===== config.mk =====
export PLATFORM = sky130hd
export DESIGN_NAME = rtcm_ctrl
export DESIGN_NICKNAME = d
export VERILOG_FILES = /design/src/hdl/rtcm_pkg.sv /design/src/hdl/rtcm_ctrl.sv
export VERILOG_INCLUDE_DIRS = /design/src /design/src/hdl
export SDC_FILE = /design/constraint.sdc
export NUM_CORES = 1
export LEC_CHECK = 0
export BUFFER_PORTS_ARGS = -buffer_cell sky130_fd_sc_hd__buf_2
export CELL_PAD_IN_SITES_DETAIL_PLACEMENT = 1
export CELL_PAD_IN_SITES_GLOBAL_PLACEMENT = 2
export CORE_MARGIN = 4
export CORE_UTILIZATION = 25
export DETAILED_ROUTE_END_ITERATION = 12
export PLACE_DENSITY = 0.74
export SYNTH_ARGS = -nofsm -noshare
export SYNTH_HDL_FRONTEND = slang
export SYNTH_SLANG_ARGS = --single-unit

===== constraint.sdc =====
create_clock -name pclk -period 2.4 [get_ports pclk]
set_input_delay 0.48 -clock pclk [delete_from_list [all_inputs] [get_ports pclk]]
set_output_delay 0.48 -clock pclk [all_outputs]
set_load 0.03 [all_outputs]

===== src/hdl/rtcm_params.svh =====
// Offsets, field positions, reset values and the operating rules of the RTC control block.
// Operation
// - Format select applies only in calendar mode.
// - Format change zeroes fields, day and month one.
// - Format zero binary, one decimal counting.
// - Hold resets set; counting only when cleared.
// - Counter-mode hold stops counter, prescalers keep running.
// - Calendar-mode hold stops calendar and both prescalers.
// - Mode resets to counter; one selects calendar.
// - Any mode switch resets counter registers.
// - Entering calendar resets fields, day, month one.
// - Entering calendar clears both prescaler counters.
// - Calendar read-safe low while values change.
// - Counter mode keeps read-safe at zero.
// - Source field picks auxiliary, submain, second prescaler.
// - Calendar always clocked from second prescaler.
// - Event select 00 fires on 8-bit overflow.
// - Values 01,10,11 fire on 16,24,32-bit overflow.
// - Calendar events: minute, hour, midnight, noon.
`ifndef RTCM_PARAMS_SVH
`define RTCM_PARAMS_SVH

`define RTCM_ADDR_W 12
`define RTCM_CTL1_OFS 12'h000
`define RTCM_COUNT_OFS 12'h004
`define RTCM_STAT_OFS 12'h008
`define RTCM_MASK_OFS 12'h00C

`define RTCM_FMT_BIT 7
`define RTCM_HOLD_BIT 6
`define RTCM_MODE_BIT 5
`define RTCM_RDY_BIT 4
`define RTCM_SSEL_LSB 2
`define RTCM_TEV_LSB 0

`define RTCM_CTL1_RST 8'h40
`define RTCM_COUNT_RST 32'h0000_0000
`define RTCM_IRQ_RST 2'h0

`define RTCM_IRQ_TEV_BIT 0
`define RTCM_IRQ_RDY_BIT 1

`define RTCM_SRC_AUX 2'h0
`define RTCM_SRC_SUB 2'h1
`define RTCM_TEV_8 2'h0
`define RTCM_TEV_16 2'h1
`define RTCM_TEV_24 2'h2
`define RTCM_TEV_32 2'h3

`endif


===== src/hdl/rtcm_pkg.sv =====
// Types shared by the RTC control block.
package rtcm_pkg;

    typedef struct packed {
        logic fmt;
        logic hold;
        logic mode;
        logic rdy;
        logic [1:0] ssel;
        logic [1:0] tev;
    } rtcm_ctl_t;

    typedef struct packed {
        logic minute;
        logic hour;
        logic midnight;
        logic noon;
    } rtcm_cal_evt_t;

    typedef struct packed {
        logic rdy;
        logic tev;
    } rtcm_irq_t;

endpackage


===== src/hdl/rtcm_ctrl.sv =====
// Control register, 32-bit counter and time-event logic of the RTC, behind an APB slave.
//
// Our own choices: the APB register port and the address map.
`timescale 1ns/10ps
`include "rtcm_params.svh"
module rtcm_ctrl #(
    parameter int CNT_W = 32
) (
    input wire logic pclk,
    input wire logic presetn,
    input wire logic [11:0] paddr,
    input wire logic psel,
    input wire logic penable,
    input wire logic pwrite,
    input wire logic [31:0] pwdata,
    output logic [31:0] prdata,
    output logic pready,
    output logic pslverr,
    input wire logic aux_clock_in,
    input wire logic submain_clock_in,
    input wire logic second_prescaler_out,
    input wire logic first_prescaler_hold,
    input wire logic second_prescaler_hold,
    input wire rtcm_pkg::rtcm_cal_evt_t cal_evt,
    input wire logic cal_busy,
    output logic format_decimal_select,
    output logic cal_field_reset,
    output logic prescaler_clear,
    output logic first_prescaler_run,
    output logic second_prescaler_run,
    output logic calendar_tick,
    output logic time_event,
    output logic irq
);

    initial begin
        if (CNT_W != 32) begin
            $error("rtcm_ctrl serves only a 32-bit counter");
        end
    end

    rtcm_pkg::rtcm_ctl_t ctl_r;
    rtcm_pkg::rtcm_ctl_t ctl_nxt;
    rtcm_pkg::rtcm_irq_t stat_r;
    rtcm_pkg::rtcm_irq_t mask_r;
    logic [CNT_W-1:0] cnt_r;
    logic rdy_r;
    logic [2:0] src_in;
    logic [2:0] src_edge;
    logic [31:0] rd_mux;
    logic wr_acc;
    logic ctl_wr;
    logic cnt_wr;
    logic mode_chg;
    logic fmt_chg;
    logic sel_edge;
    logic cnt_tick;
    logic ovf_hit;
    logic cal_hit;
    logic tev_nxt;
    logic rdy_rise;

    // Clock inputs come from other domains; each is synchronised, then edge detected.
    assign src_in = {second_prescaler_out, submain_clock_in, aux_clock_in};

    genvar g;
    generate
        for (g = 0; g < 3; g++) begin : g_sync
            logic meta_r;
            logic sync_r;
            logic last_r;
            always_ff @(posedge pclk or negedge presetn) begin
                if (!presetn) begin
                    meta_r <= 1'b0;
                    sync_r <= 1'b0;
                    last_r <= 1'b0;
                end else begin
                    meta_r <= src_in[g];
                    sync_r <= meta_r;
                    last_r <= sync_r;
                end
            end
            assign src_edge[g] = sync_r & ~last_r;
        end
    endgenerate

    assign pready = 1'b1;
    assign wr_acc = psel & penable & pwrite;
    assign ctl_wr = wr_acc & (paddr == `RTCM_CTL1_OFS);
    assign cnt_wr = wr_acc & (paddr == `RTCM_COUNT_OFS);

    always_comb begin
        ctl_nxt = ctl_r;
        if (ctl_wr) begin
            ctl_nxt = rtcm_pkg::rtcm_ctl_t'(pwdata[7:0]);
            ctl_nxt.rdy = ctl_r.rdy;
        end
    end

    // Only an actual change of the stored bit counts as a switch.
    assign mode_chg = ctl_wr & (ctl_nxt.mode != ctl_r.mode);
    assign fmt_chg = ctl_wr & (ctl_nxt.fmt != ctl_r.fmt);

    always_ff @(posedge pclk or negedge presetn) begin
        if (!presetn) begin
            ctl_r <= rtcm_pkg::rtcm_ctl_t'(`RTCM_CTL1_RST);
        end else begin
            ctl_r <= ctl_nxt;
        end
    end

    // Calendar always runs from the second prescaler; the source field is for counter mode.
    always_comb begin
        unique case (ctl_r.ssel)
            `RTCM_SRC_AUX: sel_edge = src_edge[0];
            `RTCM_SRC_SUB: sel_edge = src_edge[1];
            default: sel_edge = src_edge[2];
        endcase
    end

    assign cnt_tick = ~ctl_r.mode & ~ctl_r.hold & sel_edge;

    always_ff @(posedge pclk or negedge presetn) begin
        if (!presetn) begin
            cnt_r <= `RTCM_COUNT_RST;
        end else if (mode_chg) begin
            cnt_r <= `RTCM_COUNT_RST;
        end else if (cnt_wr) begin
            cnt_r <= pwdata;
        end else if (cnt_tick) begin
            cnt_r <= cnt_r + 32'h0000_0001;
        end
    end

    always_comb begin
        unique case (ctl_r.tev)
            `RTCM_TEV_8: ovf_hit = &cnt_r[7:0];
            `RTCM_TEV_16: ovf_hit = &cnt_r[15:0];
            `RTCM_TEV_24: ovf_hit = &cnt_r[23:0];
            default: ovf_hit = &cnt_r;
        endcase
        unique case (ctl_r.tev)
            `RTCM_TEV_8: cal_hit = cal_evt.minute;
            `RTCM_TEV_16: cal_hit = cal_evt.hour;
            `RTCM_TEV_24: cal_hit = cal_evt.midnight;
            default: cal_hit = cal_evt.noon;
        endcase
    end

    assign tev_nxt = ctl_r.mode ? cal_hit : (cnt_tick & ovf_hit & ~cnt_wr & ~mode_chg);

    always_ff @(posedge pclk or negedge presetn) begin
        if (!presetn) begin
            time_event <= 1'b0;
            cal_field_reset <= 1'b0;
            prescaler_clear <= 1'b0;
            calendar_tick <= 1'b0;
        end else begin
            time_event <= tev_nxt;
            cal_field_reset <= fmt_chg | (mode_chg & ctl_nxt.mode);
            prescaler_clear <= mode_chg;
            calendar_tick <= ctl_r.mode & ~ctl_r.hold & src_edge[2];
        end
    end

    // Format reaches the calendar only in calendar mode: 0 binary, 1 decimal.
    always_ff @(posedge pclk or negedge presetn) begin
        if (!presetn) begin
            format_decimal_select <= 1'b0;
        end else begin
            format_decimal_select <= ctl_nxt.fmt & ctl_nxt.mode;
        end
    end

    // In calendar mode the count hold overrides the individual prescaler holds.
    always_ff @(posedge pclk or negedge presetn) begin
        if (!presetn) begin
            first_prescaler_run <= 1'b0;
            second_prescaler_run <= 1'b0;
        end else if (ctl_nxt.mode) begin
            first_prescaler_run <= ~ctl_nxt.hold;
            second_prescaler_run <= ~ctl_nxt.hold;
        end else begin
            first_prescaler_run <= ~first_prescaler_hold;
            second_prescaler_run <= ~second_prescaler_hold;
        end
    end

    always_ff @(posedge pclk or negedge presetn) begin
        if (!presetn) begin
            rdy_r <= 1'b0;
        end else begin
            rdy_r <= ctl_nxt.mode & ~cal_busy;
        end
    end

    assign rdy_rise = ctl_nxt.mode & ~cal_busy & ~rdy_r;

    // Status bits are write-one-to-clear; a new event in the same cycle wins.
    always_ff @(posedge pclk or negedge presetn) begin
        if (!presetn) begin
            stat_r <= rtcm_pkg::rtcm_irq_t'(`RTCM_IRQ_RST);
            mask_r <= rtcm_pkg::rtcm_irq_t'(`RTCM_IRQ_RST);
        end else begin
            if (wr_acc && paddr == `RTCM_STAT_OFS) begin
                stat_r <= (stat_r & ~rtcm_pkg::rtcm_irq_t'(pwdata[1:0])) |
                          rtcm_pkg::rtcm_irq_t'({rdy_rise, tev_nxt});
            end else begin
                stat_r <= stat_r | rtcm_pkg::rtcm_irq_t'({rdy_rise, tev_nxt});
            end
            if (wr_acc && paddr == `RTCM_MASK_OFS) begin
                mask_r <= rtcm_pkg::rtcm_irq_t'(pwdata[1:0]);
            end
        end
    end

    assign irq = |(stat_r & mask_r);

    always_comb begin
        rd_mux = 32'h0000_0000;
        pslverr = 1'b0;
        unique case (paddr)
            `RTCM_CTL1_OFS: rd_mux = {24'h00_0000, ctl_r.fmt, ctl_r.hold, ctl_r.mode, rdy_r,
                                      ctl_r.ssel, ctl_r.tev};
            `RTCM_COUNT_OFS: rd_mux = cnt_r;
            `RTCM_STAT_OFS: rd_mux = {30'h0000_0000, stat_r};
            `RTCM_MASK_OFS: rd_mux = {30'h0000_0000, mask_r};
            default: pslverr = psel & penable;
        endcase
    end

    // Read data is taken in the setup cycle, so it stands unchanged through the access phase.
    always_ff @(posedge pclk or negedge presetn) begin
        if (!presetn) begin
            prdata <= 32'h0000_0000;
        end else if (psel && !penable && !pwrite) begin
            prdata <= rd_mux;
        end
    end

    fmt_ctr_mode_a: assert property (@(posedge pclk) disable iff (!presetn)
        !ctl_r.mode |-> !format_decimal_select)
        else $error("format select active in counter mode");
    fmt_change_a: assert property (@(posedge pclk) disable iff (!presetn)
        fmt_chg |=> cal_field_reset ##1 !cal_field_reset || fmt_chg)
        else $error("format change did not reset fields");
    fmt_decimal_a: assert property (@(posedge pclk) disable iff (!presetn)
        ctl_r.mode && ctl_r.fmt && !ctl_wr |=> format_decimal_select)
        else $error("decimal format not applied");
    hold_stops_a: assert property (@(posedge pclk) disable iff (!presetn)
        ctl_r.hold && !cnt_wr && !mode_chg |=> $stable(cnt_r))
        else $error("counter moved while held");
    ctr_hold_psc_a: assert property (@(posedge pclk) disable iff (!presetn)
        $past(presetn) && !$past(ctl_nxt.mode) && $past(ctl_nxt.hold)
        && !$past(first_prescaler_hold) && !$past(second_prescaler_hold)
        |-> first_prescaler_run && second_prescaler_run)
        else $error("prescaler stopped by counter hold");
    cal_hold_psc_a: assert property (@(posedge pclk) disable iff (!presetn)
        ctl_r.mode && ctl_r.hold && !ctl_wr |=> !first_prescaler_run && !second_prescaler_run
        && !calendar_tick)
        else $error("calendar hold did not stop prescalers");
    mode_write_a: assert property (@(posedge pclk) disable iff (!presetn)
        ctl_wr && pwdata[`RTCM_MODE_BIT] |=> ctl_r.mode)
        else $error("calendar mode not selected");
    mode_cnt_clr_a: assert property (@(posedge pclk) disable iff (!presetn)
        mode_chg |=> cnt_r == 32'h0000_0000)
        else $error("counter not cleared on mode switch");
    cal_entry_a: assert property (@(posedge pclk) disable iff (!presetn)
        mode_chg && ctl_nxt.mode |=> cal_field_reset)
        else $error("fields not reset on calendar entry");
    psc_clear_a: assert property (@(posedge pclk) disable iff (!presetn)
        mode_chg && ctl_nxt.mode |=> prescaler_clear)
        else $error("prescalers not cleared on calendar entry");
    rdy_busy_a: assert property (@(posedge pclk) disable iff (!presetn)
        ctl_r.mode && !ctl_wr && cal_busy |=> !rdy_r)
        else $error("read-safe set while values change");
    rdy_ctr_a: assert property (@(posedge pclk) disable iff (!presetn)
        !ctl_r.mode |-> !rdy_r)
        else $error("read-safe set in counter mode");
    aux_src_a: assert property (@(posedge pclk) disable iff (!presetn)
        !ctl_r.mode && !ctl_r.hold && ctl_r.ssel == 2'h0 && src_edge[0] && !cnt_wr
        && !mode_chg |=> cnt_r == $past(cnt_r) + 32'h0000_0001)
        else $error("auxiliary clock did not advance counter");
    cal_src_a: assert property (@(posedge pclk) disable iff (!presetn)
        calendar_tick |-> $past(src_edge[2]) && $past(ctl_r.mode))
        else $error("calendar ticked without second prescaler");
    ovf8_evt_a: assert property (@(posedge pclk) disable iff (!presetn)
        cnt_tick && ctl_r.tev == 2'h0 && cnt_r[7:0] == 8'hFF && !ctl_wr && !cnt_wr
        |=> time_event)
        else $error("8-bit overflow missed");
    ovf32_evt_a: assert property (@(posedge pclk) disable iff (!presetn)
        time_event && !$past(ctl_r.mode) && $past(ctl_r.tev) == 2'h3
        |-> cnt_r == 32'h0000_0000)
        else $error("32-bit event without overflow");
    cal_evt_a: assert property (@(posedge pclk) disable iff (!presetn)
        ctl_r.mode && ctl_r.tev == 2'h1 && cal_evt.hour |=> time_event)
        else $error("hour event missed");
    same_val_a: assert property (@(posedge pclk) disable iff (!presetn)
        ctl_wr && pwdata[`RTCM_MODE_BIT] == ctl_r.mode && pwdata[`RTCM_FMT_BIT] == ctl_r.fmt
        |=> !cal_field_reset && !prescaler_clear)
        else $error("rewrite of same value caused reset");
    ctr_entry_clr_a: assert property (@(posedge pclk) disable iff (!presetn)
        mode_chg && !ctl_nxt.mode |=> prescaler_clear && cnt_r == 32'h0000_0000)
        else $error("counter entry did not clear counter and prescalers");
    mode_exit_a: assert property (@(posedge pclk) disable iff (!presetn)
        ctl_wr && !pwdata[`RTCM_MODE_BIT] |=> !ctl_r.mode)
        else $error("counter mode not selected");
    cal_run_a: assert property (@(posedge pclk) disable iff (!presetn)
        ctl_r.mode && !ctl_r.hold && !ctl_wr |=> first_prescaler_run && second_prescaler_run)
        else $error("calendar prescalers not running");
    psc_pulse_a: assert property (@(posedge pclk) disable iff (!presetn)
        prescaler_clear |=> !prescaler_clear)
        else $error("prescaler clear longer than one cycle");
    rdy_safe_a: assert property (@(posedge pclk) disable iff (!presetn)
        ctl_r.mode && !ctl_wr && !cal_busy |=> rdy_r)
        else $error("read-safe not set when values are stable");
    sub_src_a: assert property (@(posedge pclk) disable iff (!presetn)
        !ctl_r.mode && !ctl_r.hold && ctl_r.ssel == 2'h1 && src_edge[1] && !cnt_wr
        && !mode_chg |=> cnt_r == $past(cnt_r) + 32'h0000_0001)
        else $error("submain clock did not advance counter");
    psc_src_a: assert property (@(posedge pclk) disable iff (!presetn)
        !ctl_r.mode && !ctl_r.hold && ctl_r.ssel[1] && src_edge[2] && !cnt_wr
        && !mode_chg |=> cnt_r == $past(cnt_r) + 32'h0000_0001)
        else $error("second prescaler did not advance counter");
    cal_no_count_a: assert property (@(posedge pclk) disable iff (!presetn)
        ctl_r.mode && !cnt_wr && !mode_chg |=> $stable(cnt_r))
        else $error("counter moved in calendar mode");
    no_ovf_evt_a: assert property (@(posedge pclk) disable iff (!presetn)
        !ctl_r.mode && !cnt_tick |=> !time_event)
        else $error("counter event without a tick");
    ovf24_evt_a: assert property (@(posedge pclk) disable iff (!presetn)
        cnt_tick && ctl_r.tev == 2'h2 && cnt_r[23:0] == 24'hFF_FFFF && !ctl_wr && !cnt_wr
        |=> time_event)
        else $error("24-bit overflow missed");
    noon_evt_a: assert property (@(posedge pclk) disable iff (!presetn)
        ctl_r.mode && ctl_r.tev == 2'h3 && cal_evt.noon |=> time_event)
        else $error("noon event missed");
    no_cal_evt_a: assert property (@(posedge pclk) disable iff (!presetn)
        ctl_r.mode && cal_evt == 4'h0 |=> !time_event)
        else $error("calendar event without a change");

    mode_switch_c: cover property (@(posedge pclk) disable iff (!presetn) mode_chg);
    cal_tick_c: cover property (@(posedge pclk) disable iff (!presetn) calendar_tick);
    ovf_evt_c: cover property (@(posedge pclk) disable iff (!presetn) !ctl_r.mode ##1 time_event);
    tev_irq_c: cover property (@(posedge pclk) disable iff (!presetn) time_event ##1 irq);
    rdy_rise_c: cover property (@(posedge pclk) disable iff (!presetn) $rose(rdy_r));

endmodule


* After elaboration in Yosys (flattened, before gate mapping)
Cells that the tools add are included.
Word-level totals: bits in writable memories 0, memory bits (read-only) 0, flip-flop bits (word level) 92, memories kept 0, latch bits 0, input port bits 59, output and inout port bits 42, word-level logic and storage cells 104
Operators by class: $lt $le $gt $ge 0, muxes and demuxes 13, divide/modulo/power cells 0, shifts and indexed selects 0, multipliers 0, reduce and logical (&&, ||, !) cells 16, equal/unequal tests 8, add/sub/neg operators 1, bitwise gates (word level) 38
Operators with widths (count):
- $pmux 32 s4 | 1
- $mux 32 | 3
- $add 32x1->32 const B | 1
- $reduce_and 32->1 | 1
- $eq 12x4->1 const B | 2
- $reduce_and 24->1 | 1
- $and 1x1->1 | 20
- $reduce_and 16->1 | 1
- $eq 12x3->1 const B | 1
- $logic_not 12->1 | 1
- $not 1->1 | 12
- $mux 8 | 1
- $reduce_and 8->1 | 1
- $pmux 1 s3 | 2
- $and 2x2->2 | 2
- $eq 2x1->1 const B | 2
- $logic_and 1x1->1 | 4
- $logic_not 2->1 | 2
- $mux 1 | 4
- $or 2x2->2 | 2
- $reduce_or 4->1 | 1
- $reduce_bool 3->1 | 1
- $eq 2x2->1 const B | 1
- $logic_not 1->1 | 2
- 6 further kinds | 7

* Depth between registers and ports, before layout
Gate-level depths: netlist of run 1.
word-level depth 11, gate-level depth with buffers 8, mapped depth without buffers 7

* Worst setup path before layout of run 1
OpenSTA, ideal clock, no wires.
path kind reg2reg, start register g_sync[2].last_r, end register cnt_r[31], clock period less this slack 2.141 ns, cell stages (with the launch flop) 8, setup slack 0.259 ns, setup time 0.123 ns, data arrival time 2.018 ns, buffers on the path 1, data required time 2.277 ns, cell sequence dfrtp_1 > nand2b_4 > a211o_1 > or4_1 > buf_2 > or3_1 > xnor2_1 > o21ai_1
On the way: word-level cells in the longest chain between the ends 5
Ends and longest elaborated chain:
- start, declared | line rtcm_ctrl.sv:71 | logic last_r;
- start signal, assigned | line rtcm_ctrl.sv:80 | last_r <= sync_r;
- $not 1->1 | line rtcm_ctrl.sv:83 | assign src_edge[g] = sync_r & ~last_r;
- $and 1x1->1 | line rtcm_ctrl.sv:83
- $pmux 1 s2 | line rtcm_ctrl.sv:114 | unique case (ctl_r.ssel)
- $and 1x1->1 | line rtcm_ctrl.sv:121 | assign cnt_tick = ~ctl_r.mode & ~ctl_r.hold & sel_edge;
- $reduce_bool 3->1 (no source line)
- end signal, assigned | line rtcm_ctrl.sv:125 | cnt_r <= `RTCM_COUNT_RST;
- end signal, assigned | line rtcm_ctrl.sv:127 | cnt_r <= `RTCM_COUNT_RST;
- end signal, assigned | line rtcm_ctrl.sv:129 | cnt_r <= pwdata;
- end, declared | line rtcm_ctrl.sv:46 | logic [CNT_W-1:0] cnt_r;
Every way passes these cells. A chain may end at the register's enable or synchronous reset.

* Worst setup path after layout of run 1
start register g_sync[0].sync_r, end register cnt_r[14]
On the way: word-level cells in the longest chain between the ends 4
Ends and longest elaborated chain:
- start, declared | line rtcm_ctrl.sv:70 | logic sync_r;
- start signal, assigned | line rtcm_ctrl.sv:79 | sync_r <= meta_r;
- $and 1x1->1 | line rtcm_ctrl.sv:83
- $pmux 1 s2 | line rtcm_ctrl.sv:114
- $and 1x1->1 | line rtcm_ctrl.sv:121
- $reduce_bool 3->1 (no source line)
Every way passes these cells.

==> results of run 1 <==
area by class of cell:
cell class / instances / area [µm²] / share of cell area [%]
clock buffer: 10 / 239 / 4.25
clock inverter: 6 / 111 / 1.98
inverter: 13 / 48.8 / 0.867
multi-input combinational: 295 / 1930 / 34.2
sequential: 92 / 2300 / 40.9
tap: 225 / 282 / 5.00
timing repair buffer: 123 / 716 / 12.7
power groups by stage:
stage | Sequential (mW) | Clock, mW | Combinational, mW
2_1_floorplan | 1.78 | 0 | 0.268
3_3_place_gp | 1.79 | 0 | 0.487
3_5_place_dp | 1.80 | 0 | 0.494
4_1_cts | 1.77 | 1.72 | 0.500
5_1_grt | 1.79 | 1.79 | 0.561
6_report | 1.77 | 1.69 | 0.497
what timing repair did:
item                                    in CTS  in global routing
hold buffers                                 0                  0
endpoints found under the setup margin       0                  7
gates resized for setup                      0                  3
routing by layer:
layer  GRT usage (%)  vias up  share of wire (%)
li1                -     1727                  -
met1            18.0     1789                 46
met2            23.1       72                 48
met3            3.35       11                4.5
met4            5.20        0                1.7
met5               0        -                  0
state kept, by name, indices dropped and copies added (netlist names):
register	cells
rdy_r	1
g_sync.last_r	3
second_prescaler_run	1
cal_field_reset	1
format_decimal_select	1
mask_r	2
first_prescaler_run	1
ctl_r	7
stat_r	2
time_event	1
prescaler_clear	1
prdata	32
g_sync.sync_r	3
calendar_tick	1
cnt_r	32
g_sync.meta_r	3
stage by stage:
stage               std cells  utilization, %
floorplan                 424               -
global placement          748            30.6
detailed placement        748            30.6
CTS                       764            32.7
global route              764            32.8
finish                    764            32.8
worst paths after layout:
kind	endpoint	start	cells past startpoint
min in group pclk	g_sync[2].meta_r	second_prescaler_out	1
worst max register to register	cnt_r[14]	g_sync[0].sync_r	7
worst min register to register	g_sync[1].sync_r	g_sync[1].meta_r	0
worst max-delay path	cnt_r[14]	g_sync[0].sync_r	7
max in group asynchronous	prdata[19]	presetn	2
worst min-delay path	g_sync[1].meta_r	presetn	1
cell usage in the layout, fill, tap and decap left out, types with 2 or more instances in the layout:
cell	instances
nor3_1	7
or2_2	2
or3_1	3
nand4_1	7
mux4_2	2
buf_2	98
o41ai_1	2
a211oi_1	29
o21ai_0	11
nor4_1	4
mux2i_1	8
nor2_1	52
nor3_2	5
a22o_1	25
dfrtp_1	91
a21oi_1	5
nand3_1	18
nand2_1	44
or4_4	3
buf_4	22
and3_1	9
xor2_1	5
mux2_2	3
bufinv_16	3
inv_1	13
clkbuf_16	9
buf_12	3
nor3b_1	2
xnor2_1	27
logic make-up after synthesis:
| logic type | count (synthesis) |
|---|---|
| AND/OR/NAND/NOR | 166 |
| flip-flops | 92 |
| AO/OA/AOI/OAI | 82 |
| buffers and inverters | 37 |
| XOR/XNOR | 32 |
| multiplexers | 13 |
| adder cells (fa/ha/maj) | 1 |
| other | 1 |
==> summary.md, run 1 <==
| Metric | Value |
|---|---|
| Die area | 0.0196 mm² |
| CP arrival | 2500 ps |
| Worst-skew pair later-pin latency | 360 ps |
| Total global routing overflow | 0 |
| Yosys cell types | 51 |
| Buffers & Inverters on Critical Path | 1 |
| Share of power burned in registers | 44.7% |
| Post-synthesis sequential area ratio | 52.8% |
| Max Cap Viol | 0 |
| Total track usage | 14.0% |
| Die W | 140 µm |
| Largest net degree at the start of global routing | 55 |
| CP peak stage delay | 720 ps |
| Vias/cell | 4.71 |
| Clk buf depth | 2 |
| Startpoint Class | flip-flop |
| Worst Tran Pin Value | 869 ps |
| Clock-pin slew on the worst setup and hold paths | 70 ps |
| Commonest cells in the netlist | dfrtp_1, nor2_1, nand2_1 |
| Sw power | 1.03 mW |
| PwrDens | 704 mW/mm² |
| H-tree depth | 3 |
| Layout cells sized above 1 | 30.2% |
| Initial Util | 25.4% |
| Simple-Gate Fraction of Synth Area | 19.1% |
| Hold/Removal Path Class | in -> async |
| Pwr Total | 3.96 mW |
| Initial antenna violation count | 0 |
| Synth Register Bits | 92 |
| Worst Path Required | 2670 ps |
| Max Slew Vio Count | 0 |
| Syn_nets | 484 |
| Routed wire length per instance | 17.5 µm |
| Antenna Cells | 0 |
| Post-synthesis compound-gate area fraction | 14.3% |
| Leak Pwr | 2.65 nW |
| RSZ-0062 raised after global routing | yes |
| First-pass GRT wire length | 21700 µm |
| Clk_skew | 10.7 ps |
| Setup TNS | 0 ps |
| EDFF count, synth | 0 |
| CTS tree | built |
| Status | finished clean |
| Area contributors post-synth | dfrtp_1, xnor2_1, a22o_1, a211oi_1, nor2_1 |
| Post-placement cell area | 0.00526 mm² |
| # DRC | 0 |
| Cell taking the most area after synthesis | dfrtp_1 |
| Final hold violations | 0 |
| CTS Root Cell | clkbuf_16 |
| Clk sinks | 92 |
| Critical Path Fanout Max | 7 |
| Nets | 594 |
| R2R setup slack | 160 ps |
| Vias in the first global route | 3965 |
| Delay-heaviest family, CP | compound AO/OA/AOI/OAI gates |
| Synth Area in XOR/XNOR | 6.43% |
| Comb power frac | 12.6% |
| Area delta synth->final | 29.0% |
| Element type at the critical path end | flip-flop |
| FILL cells | 1999 |
| CTS Buf Count | 9 |
| Routability cong. | 0.784 |
| Period minus WS final | 2240 ps |
| Number of warnings issued by yosys | 0 |
| Peak VDD IR | 0.394 mV |
| Post-DP HPWL | 10000 µm |
| Critical-path top delay cell | a311oi_1 |
| Synth Instances | 424 |
| Post-synthesis mux area share | 3.64% |
| Post-CTS Setup Inserts | 0 |
| Fraction of registers with async set or reset after synthesis | 100% |
| Cell area after synthesis | 0.00436 mm² |
| Routed Wire Length | 13400 µm |
| Ports | 101 |
| Syn Area/Cell | 10.3 µm² |
| Post-route cell area | 0.00563 mm² |
| Input/output buffers | 99 |
| Iter 0 DRT Violations | 178 |
| Synth top area share | 52.2% |
| Total core area | 0.0172 mm² |
| DRT Pass-1 Iters | 4 |
| Max transition margin | 41.7% |
| Final worst slack | 161 ps |
| Cell Rows | 48 |
| Antenna Nets Post-Route | 0 |
| Most numerous cell in the Yosys netlist | dfrtp_1 |
| Switching power share of the total | 26.1% |
| Die Height | 140 µm |
| Final setup fails | 0 |
| Largest family of logic cells by synthesized area | simple AND/OR/NAND/NOR gates |
| Max Freq | 0.447 GHz |
| Adder-cell area share of the yosys netlist | 0.287% |
| Setup CP Type | reg -> reg |
| Synth Flop Type | dfrtp_1 |
| Clock power frac | 42.7% |
| DR vias | 3599 |
| Internal power | 2.93 mW |
| Fin crit share | 93.3% |
| WHS | 90.1 ps |
| Cell Chain, Critical Path | nor3b_1 -> a311oi_1 -> nor3_2 -> buf_4 -> and3_2 -> xnor2_1 -> a211oi_1 |
| Pre-CTS setup slack | 56.7 ps |
(Power assumes the default switching activity.)
==> run 2: changes to the inputs <==
ABC_CLOCK_PERIOD_IN_PS = 2400   (was not set)
BUFFER_PORTS_ARGS = not set   (was -buffer_cell sky130_fd_sc_hd__buf_2)
DONT_BUFFER_PORTS = 1   (was not set)
PLACE_DENSITY = not set   (was 0.74)
PLACE_DENSITY_LB_ADDON = 0.1   (was not set)
==> summary.md, run 2 (synthesis results as in run 1) <==
| Metric | Value |
|---|---|
| CTS tree | built |
| Final setup fails | 0 |
| Critical Path Fanout Max | 5 |
| Worst Tran Pin Value | 605 ps |
| Initial antenna violation count | 0 |
| Hold/Removal Path Class | in -> async |
| Max transition margin | 59.4% |
| Clk_skew | 7.16 ps |
| Worst-skew pair later-pin latency | 350 ps |
| Post-DP HPWL | 9980 µm |
| Clk buf depth | 2 |
| First-pass GRT wire length | 22100 µm |
| Critical-path top delay cell | or4_4 |
| Max Freq | 0.447 GHz |
| RR Endpoint | cnt_r[24] |
| Clock-pin slew on the worst setup and hold paths | 70 ps |
| Pre-CTS setup slack | 132 ps |
| Leak Pwr | 2.22 nW |
| Routed wire length per instance | 20.5 µm |
| Setup TNS | 0 ps |
| Reg2reg path depth | 6 |
| Fin crit share | 93.2% |
| Status | finished, violations left |
| FILL cells | 1968 |
| Vias/cell | 4.87 |
| PwrDens | 765 mW/mm² |
| Post-route cell area | 0.00518 mm² |
| Antenna Nets Post-Route | 0 |
| Iter 0 DRT Violations | 167 |
| Die W | 140 µm |
| Max Slew Vio Count | 0 |
| Vias in the first global route | 3587 |
| CTS Buf Count | 9 |
| Largest regs | cnt_r: 32 flops, prdata: 32 flops, ctl_r: 7 flops |
| Total track usage | 14.6% |
| Multi-input combinational cell area | 0.00192 mm² |
| Final hold violations | 92 |
| Post-placement cell area | 0.00480 mm² |
| R2R setup slack | 160 ps |
| Ports | 101 |
| FF/Latch Area | 0.00230 mm² |
| Startpoint Class | flip-flop |
| Final core occ | 30.1% |
| H-tree depth | 3 |
| Setup CP Type | reg -> reg |
| Die Height | 140 µm |
| DRT Pass-1 Iters | 4 |
| Peak VDD IR | 0.349 mV |
| DR vias | 3268 |
| Element type at the critical path end | flip-flop |
| Routed Wire Length | 13700 µm |
| Highest-count cells in the layout ignoring fill and taps | dfrtp_1, nor2_1, nand2_1, a211oi_1, buf_4 |
| Worst Path Required | 2650 ps |
| Layout cells sized above 1 | 15.5% |
| Period minus WS final | 2240 ps |
| Max Cap Viol | 0 |
| Clk sinks | 92 |
| CP peak stage delay | 590 ps |
| Initial Util | 25.4% |
| Commonest non-fill, non-tap cell in the layout | dfrtp_1 |
| Area delta synth->final | 18.7% |
| Total global routing overflow | 0 |
| RSZ-0062 raised after global routing | no |
| WHS | -178 ps |
| CTS Root Cell | clkbuf_16 |
| # DRC | 0 |
| Input/output buffers | 0 |
| Routability cong. | 0.728 |
| Cell Chain, Critical Path | nand4_1 -> or4_4 -> nor4_1 -> buf_4 -> xnor2_1 -> a211oi_1 |
| Violated checks | negative hold slack |
| Largest net degree at the start of global routing | 93 |
| Cell Rows | 48 |
| Antenna Cells | 0 |
| Die area | 0.0196 mm² |
| Nets | 501 |
| CP arrival | 2490 ps |
| Final worst slack | 162 ps |
| Reg-to-reg startpoint | cnt_r[4] |
| Total core area | 0.0172 mm² |
## run 2: critical path, delay by kind of cell, from the launching register on
kind                   cells  cell delay [ps]
buffers and inverters      1              190
AO/OA/AOI/OAI              1              270
XOR/XNOR                   1               60
AND/OR/NAND/NOR            3             1160
flip-flops                 1              470
## run 2: report_power, final
part           internal (mW)  switching, mW  leakage (nW)
registers               1.65          0.125          1.13
logic                  0.198          0.194         0.915
clock network           1.13          0.662         0.181
total                   2.98          0.981          2.22
## run 2: stage by stage
step           instances  power (mW)
3_5_place_dp         655        2.20
6_report             671        3.96
2_1_floorplan        424        2.04
4_1_cts              671        4.01
3_3_place_gp         655        2.19
5_1_grt              671        4.13
## run 2: what timing repair did
| item | in CTS | in global routing |
|---|---|---|
| buffers inserted | 0 | 0 |
| hold endpoints to repair | 92 | 92 |
| resized for setup | 0 | 1 |
| setup endpoints to repair | 0 | 1 |
## run 2: per-layer routing
layer | wire (µm) | vias to the layer above | GRT usage (%)
met5 | 0 | - | 0
met2 | 5960 | 79 | 21.4
li1 | - | 1547 | -
met4 | 210 | 0 | 4.79
met3 | 738 | 14 | 4.03
met1 | 6830 | 1628 | 20.8
## run 2: how the worst max path moves through the flow
stage | start | end | cells past startpoint
after CTS | cnt_r[8] | cnt_r[23] | 7
after global routing | cnt_r[4] | cnt_r[24] | 6
final | cnt_r[4] | cnt_r[24] | 6
after detailed placement | cnt_r[9] | cnt_r[23] | 7
after global placement | cnt_r[4] | cnt_r[24] | 6
after floorplan | g_sync[2].last_r | cnt_r[31] | 7
## run 2: layout make-up
type                    count  share of cell area, %
flip-flops and latches     92                   44.5
multi-input cells         295                   37.1
well taps                 225                   5.44
repair buffers             30                   4.83
clock buffers               9                   4.35
clock inverters             7                   2.83
inverters                  13                  0.943
==> run 3: changes to the inputs <==
SETUP_SLACK_MARGIN = 0.2   (was not set)
==> summary.md, run 3 (synthesis results as in run 1) <==
| Metric | Value |
|---|---|
| Max Slew Vio Count | 0 |
| Routed length on met3 | 727 µm |
| FILL cells | 1956 |
| Critical Path Fanout Max | 6 |
| Vias/cell | 4.87 |
| Antenna Cells | 0 |
| Initial Util | 25.4% |
| RSZ-0062 raised after global routing | yes |
| Iter 0 DRT Violations | 164 |
| Worst Tran Pin Value | 519 ps |
| # DRC | 0 |
| Highest-count cells in the layout ignoring fill and taps | dfrtp_1, nor2_1, nand2_1, buf_4, a211oi_1 |
| Buffers & Inverters on Critical Path | 1 |
| Post-route cell area | 0.00532 mm² |
| Input/output buffers | 0 |
| Die area | 0.0196 mm² |
| Max Cap Viol | 0 |
| Delay-heaviest family, CP | simple AND/OR/NAND/NOR gates |
| DRT Pass-1 Iters | 4 |
| CP arrival | 2390 ps |
| Final hold violations | 92 |
| Die W | 140 µm |
| Layout cells sized above 1 | 20.5% |
| Commonest non-fill, non-tap cell in the layout | dfrtp_1 |
| Startpoint Class | flip-flop |
| H-tree depth | 3 |
| Die Height | 140 µm |
| M1 wire length | 6940 µm |
| Clk sinks | 92 |
| Ports | 101 |
| CP peak stage delay | 540 ps |
| CTS Root Cell | clkbuf_16 |
| Hold/Removal Path Class | in -> async |
| Final core occ | 31.0% |
| Nets | 508 |
| Total track usage | 14.7% |
| Routability cong. | 0.728 |
| Initial antenna violation count | 0 |
| Area delta synth->final | 21.9% |
| Setup CP Type | reg -> reg |
| R2R setup slack | 270 ps |
| Total global routing overflow | 0 |
| Max transition margin | 65.0% |
| Largest regs | cnt_r: 32 flops, prdata: 32 flops, ctl_r: 7 flops |
| Highest routed metal layer | met4 |
| Routed wire length per instance | 20.5 µm |
| PwrDens | 754 mW/mm² |
| Final setup fails | 0 |
| Clock-pin slew on the worst setup and hold paths | 70 ps |
| CTS tree | built |
| Total core area | 0.0172 mm² |
| Max Freq | 0.469 GHz |
| Post-DP HPWL | 9980 µm |
| Routed met2 length | 6030 µm |
| Violated checks | negative hold slack |
| Largest net degree at the start of global routing | 93 |
| DR vias | 3305 |
| Clk buf depth | 2 |
| Status | finished, violations left |
| Peak VDD IR | 0.352 mV |
| Leak Pwr | 2.27 nW |
| CTS Buf Count | 9 |
| Antenna Nets Post-Route | 0 |
| WHS | -179 ps |
| Cell Chain, Critical Path | nand2b_4 -> a211o_1 -> or4_4 -> buf_4 -> nor4_4 -> xnor2_1 -> a211oi_1 |
| First-pass GRT wire length | 22200 µm |
| Clk_skew | 6.69 ps |
| Routed Wire Length | 13900 µm |
| Fin crit share | 88.9% |
| Worst Path Required | 2660 ps |
| Setup TNS | 0 ps |
| Critical-path top delay cell | or4_4 |
| Cell Rows | 48 |
| Element type at the critical path end | flip-flop |
| Period minus WS final | 2130 ps |
| Vias in the first global route | 3599 |
| Post-placement cell area | 0.00480 mm² |
| Worst-skew pair later-pin latency | 350 ps |
run 3: per-stage QoR:
stage          total power [mW]  instances  hold WS [ps]  setup slack, ps
4_1_cts                    4.04        675          -193              142
5_1_grt                    4.18        678          -198              158
3_3_place_gp               2.19        655           189              182
6_report                   4.01        678          -179              267
2_1_floorplan              2.04        424           184              259
3_5_place_dp               2.20        655           190              132
run 3: layout make-up:
class                   count  area (µm²)  share of cell area [%]
clock buffers               9         225                    4.23
clock inverters             7         146                    2.75
inverters                  13        48.8                   0.917
multi-input cells         295        2010                    37.7
flip-flops and latches     92        2310                    43.4
well taps                 225         282                    5.29
repair buffers             37         303                    5.69
run 3: final timing paths:
path	start	end	depth (start not counted)
worst min register to register	g_sync[1].meta_r	g_sync[1].sync_r	0
worst max-delay path	g_sync[2].last_r	cnt_r[23]	7
worst min-delay path	presetn	prdata[1]	0
max in group asynchronous	presetn	ctl_r[6]	0
min in group pclk	aux_clock_in	g_sync[0].meta_r	0
worst max register to register	g_sync[2].last_r	cnt_r[23]	7
run 3: report_power, final:
group	switching (mW)	internal [mW]
sequential	0.107	1.65
combinational	0.227	0.224
clock	0.663	1.13
run 3: what timing repair did:
action,CTS,global route
hold endpoints to repair,92,92
pin swaps,0,3
resized for setup,2,18
buffers inserted,4,3
endpoints found under the setup margin,6,27
gates cloned,0,0
run 3: layer usage:
layer  GRT usage [%]  vias to the layer above
met5               0                        -
met3            4.03                       15
li1                -                     1555
met2            21.5                       76
met4            4.79                        0
met1            21.0                     1659
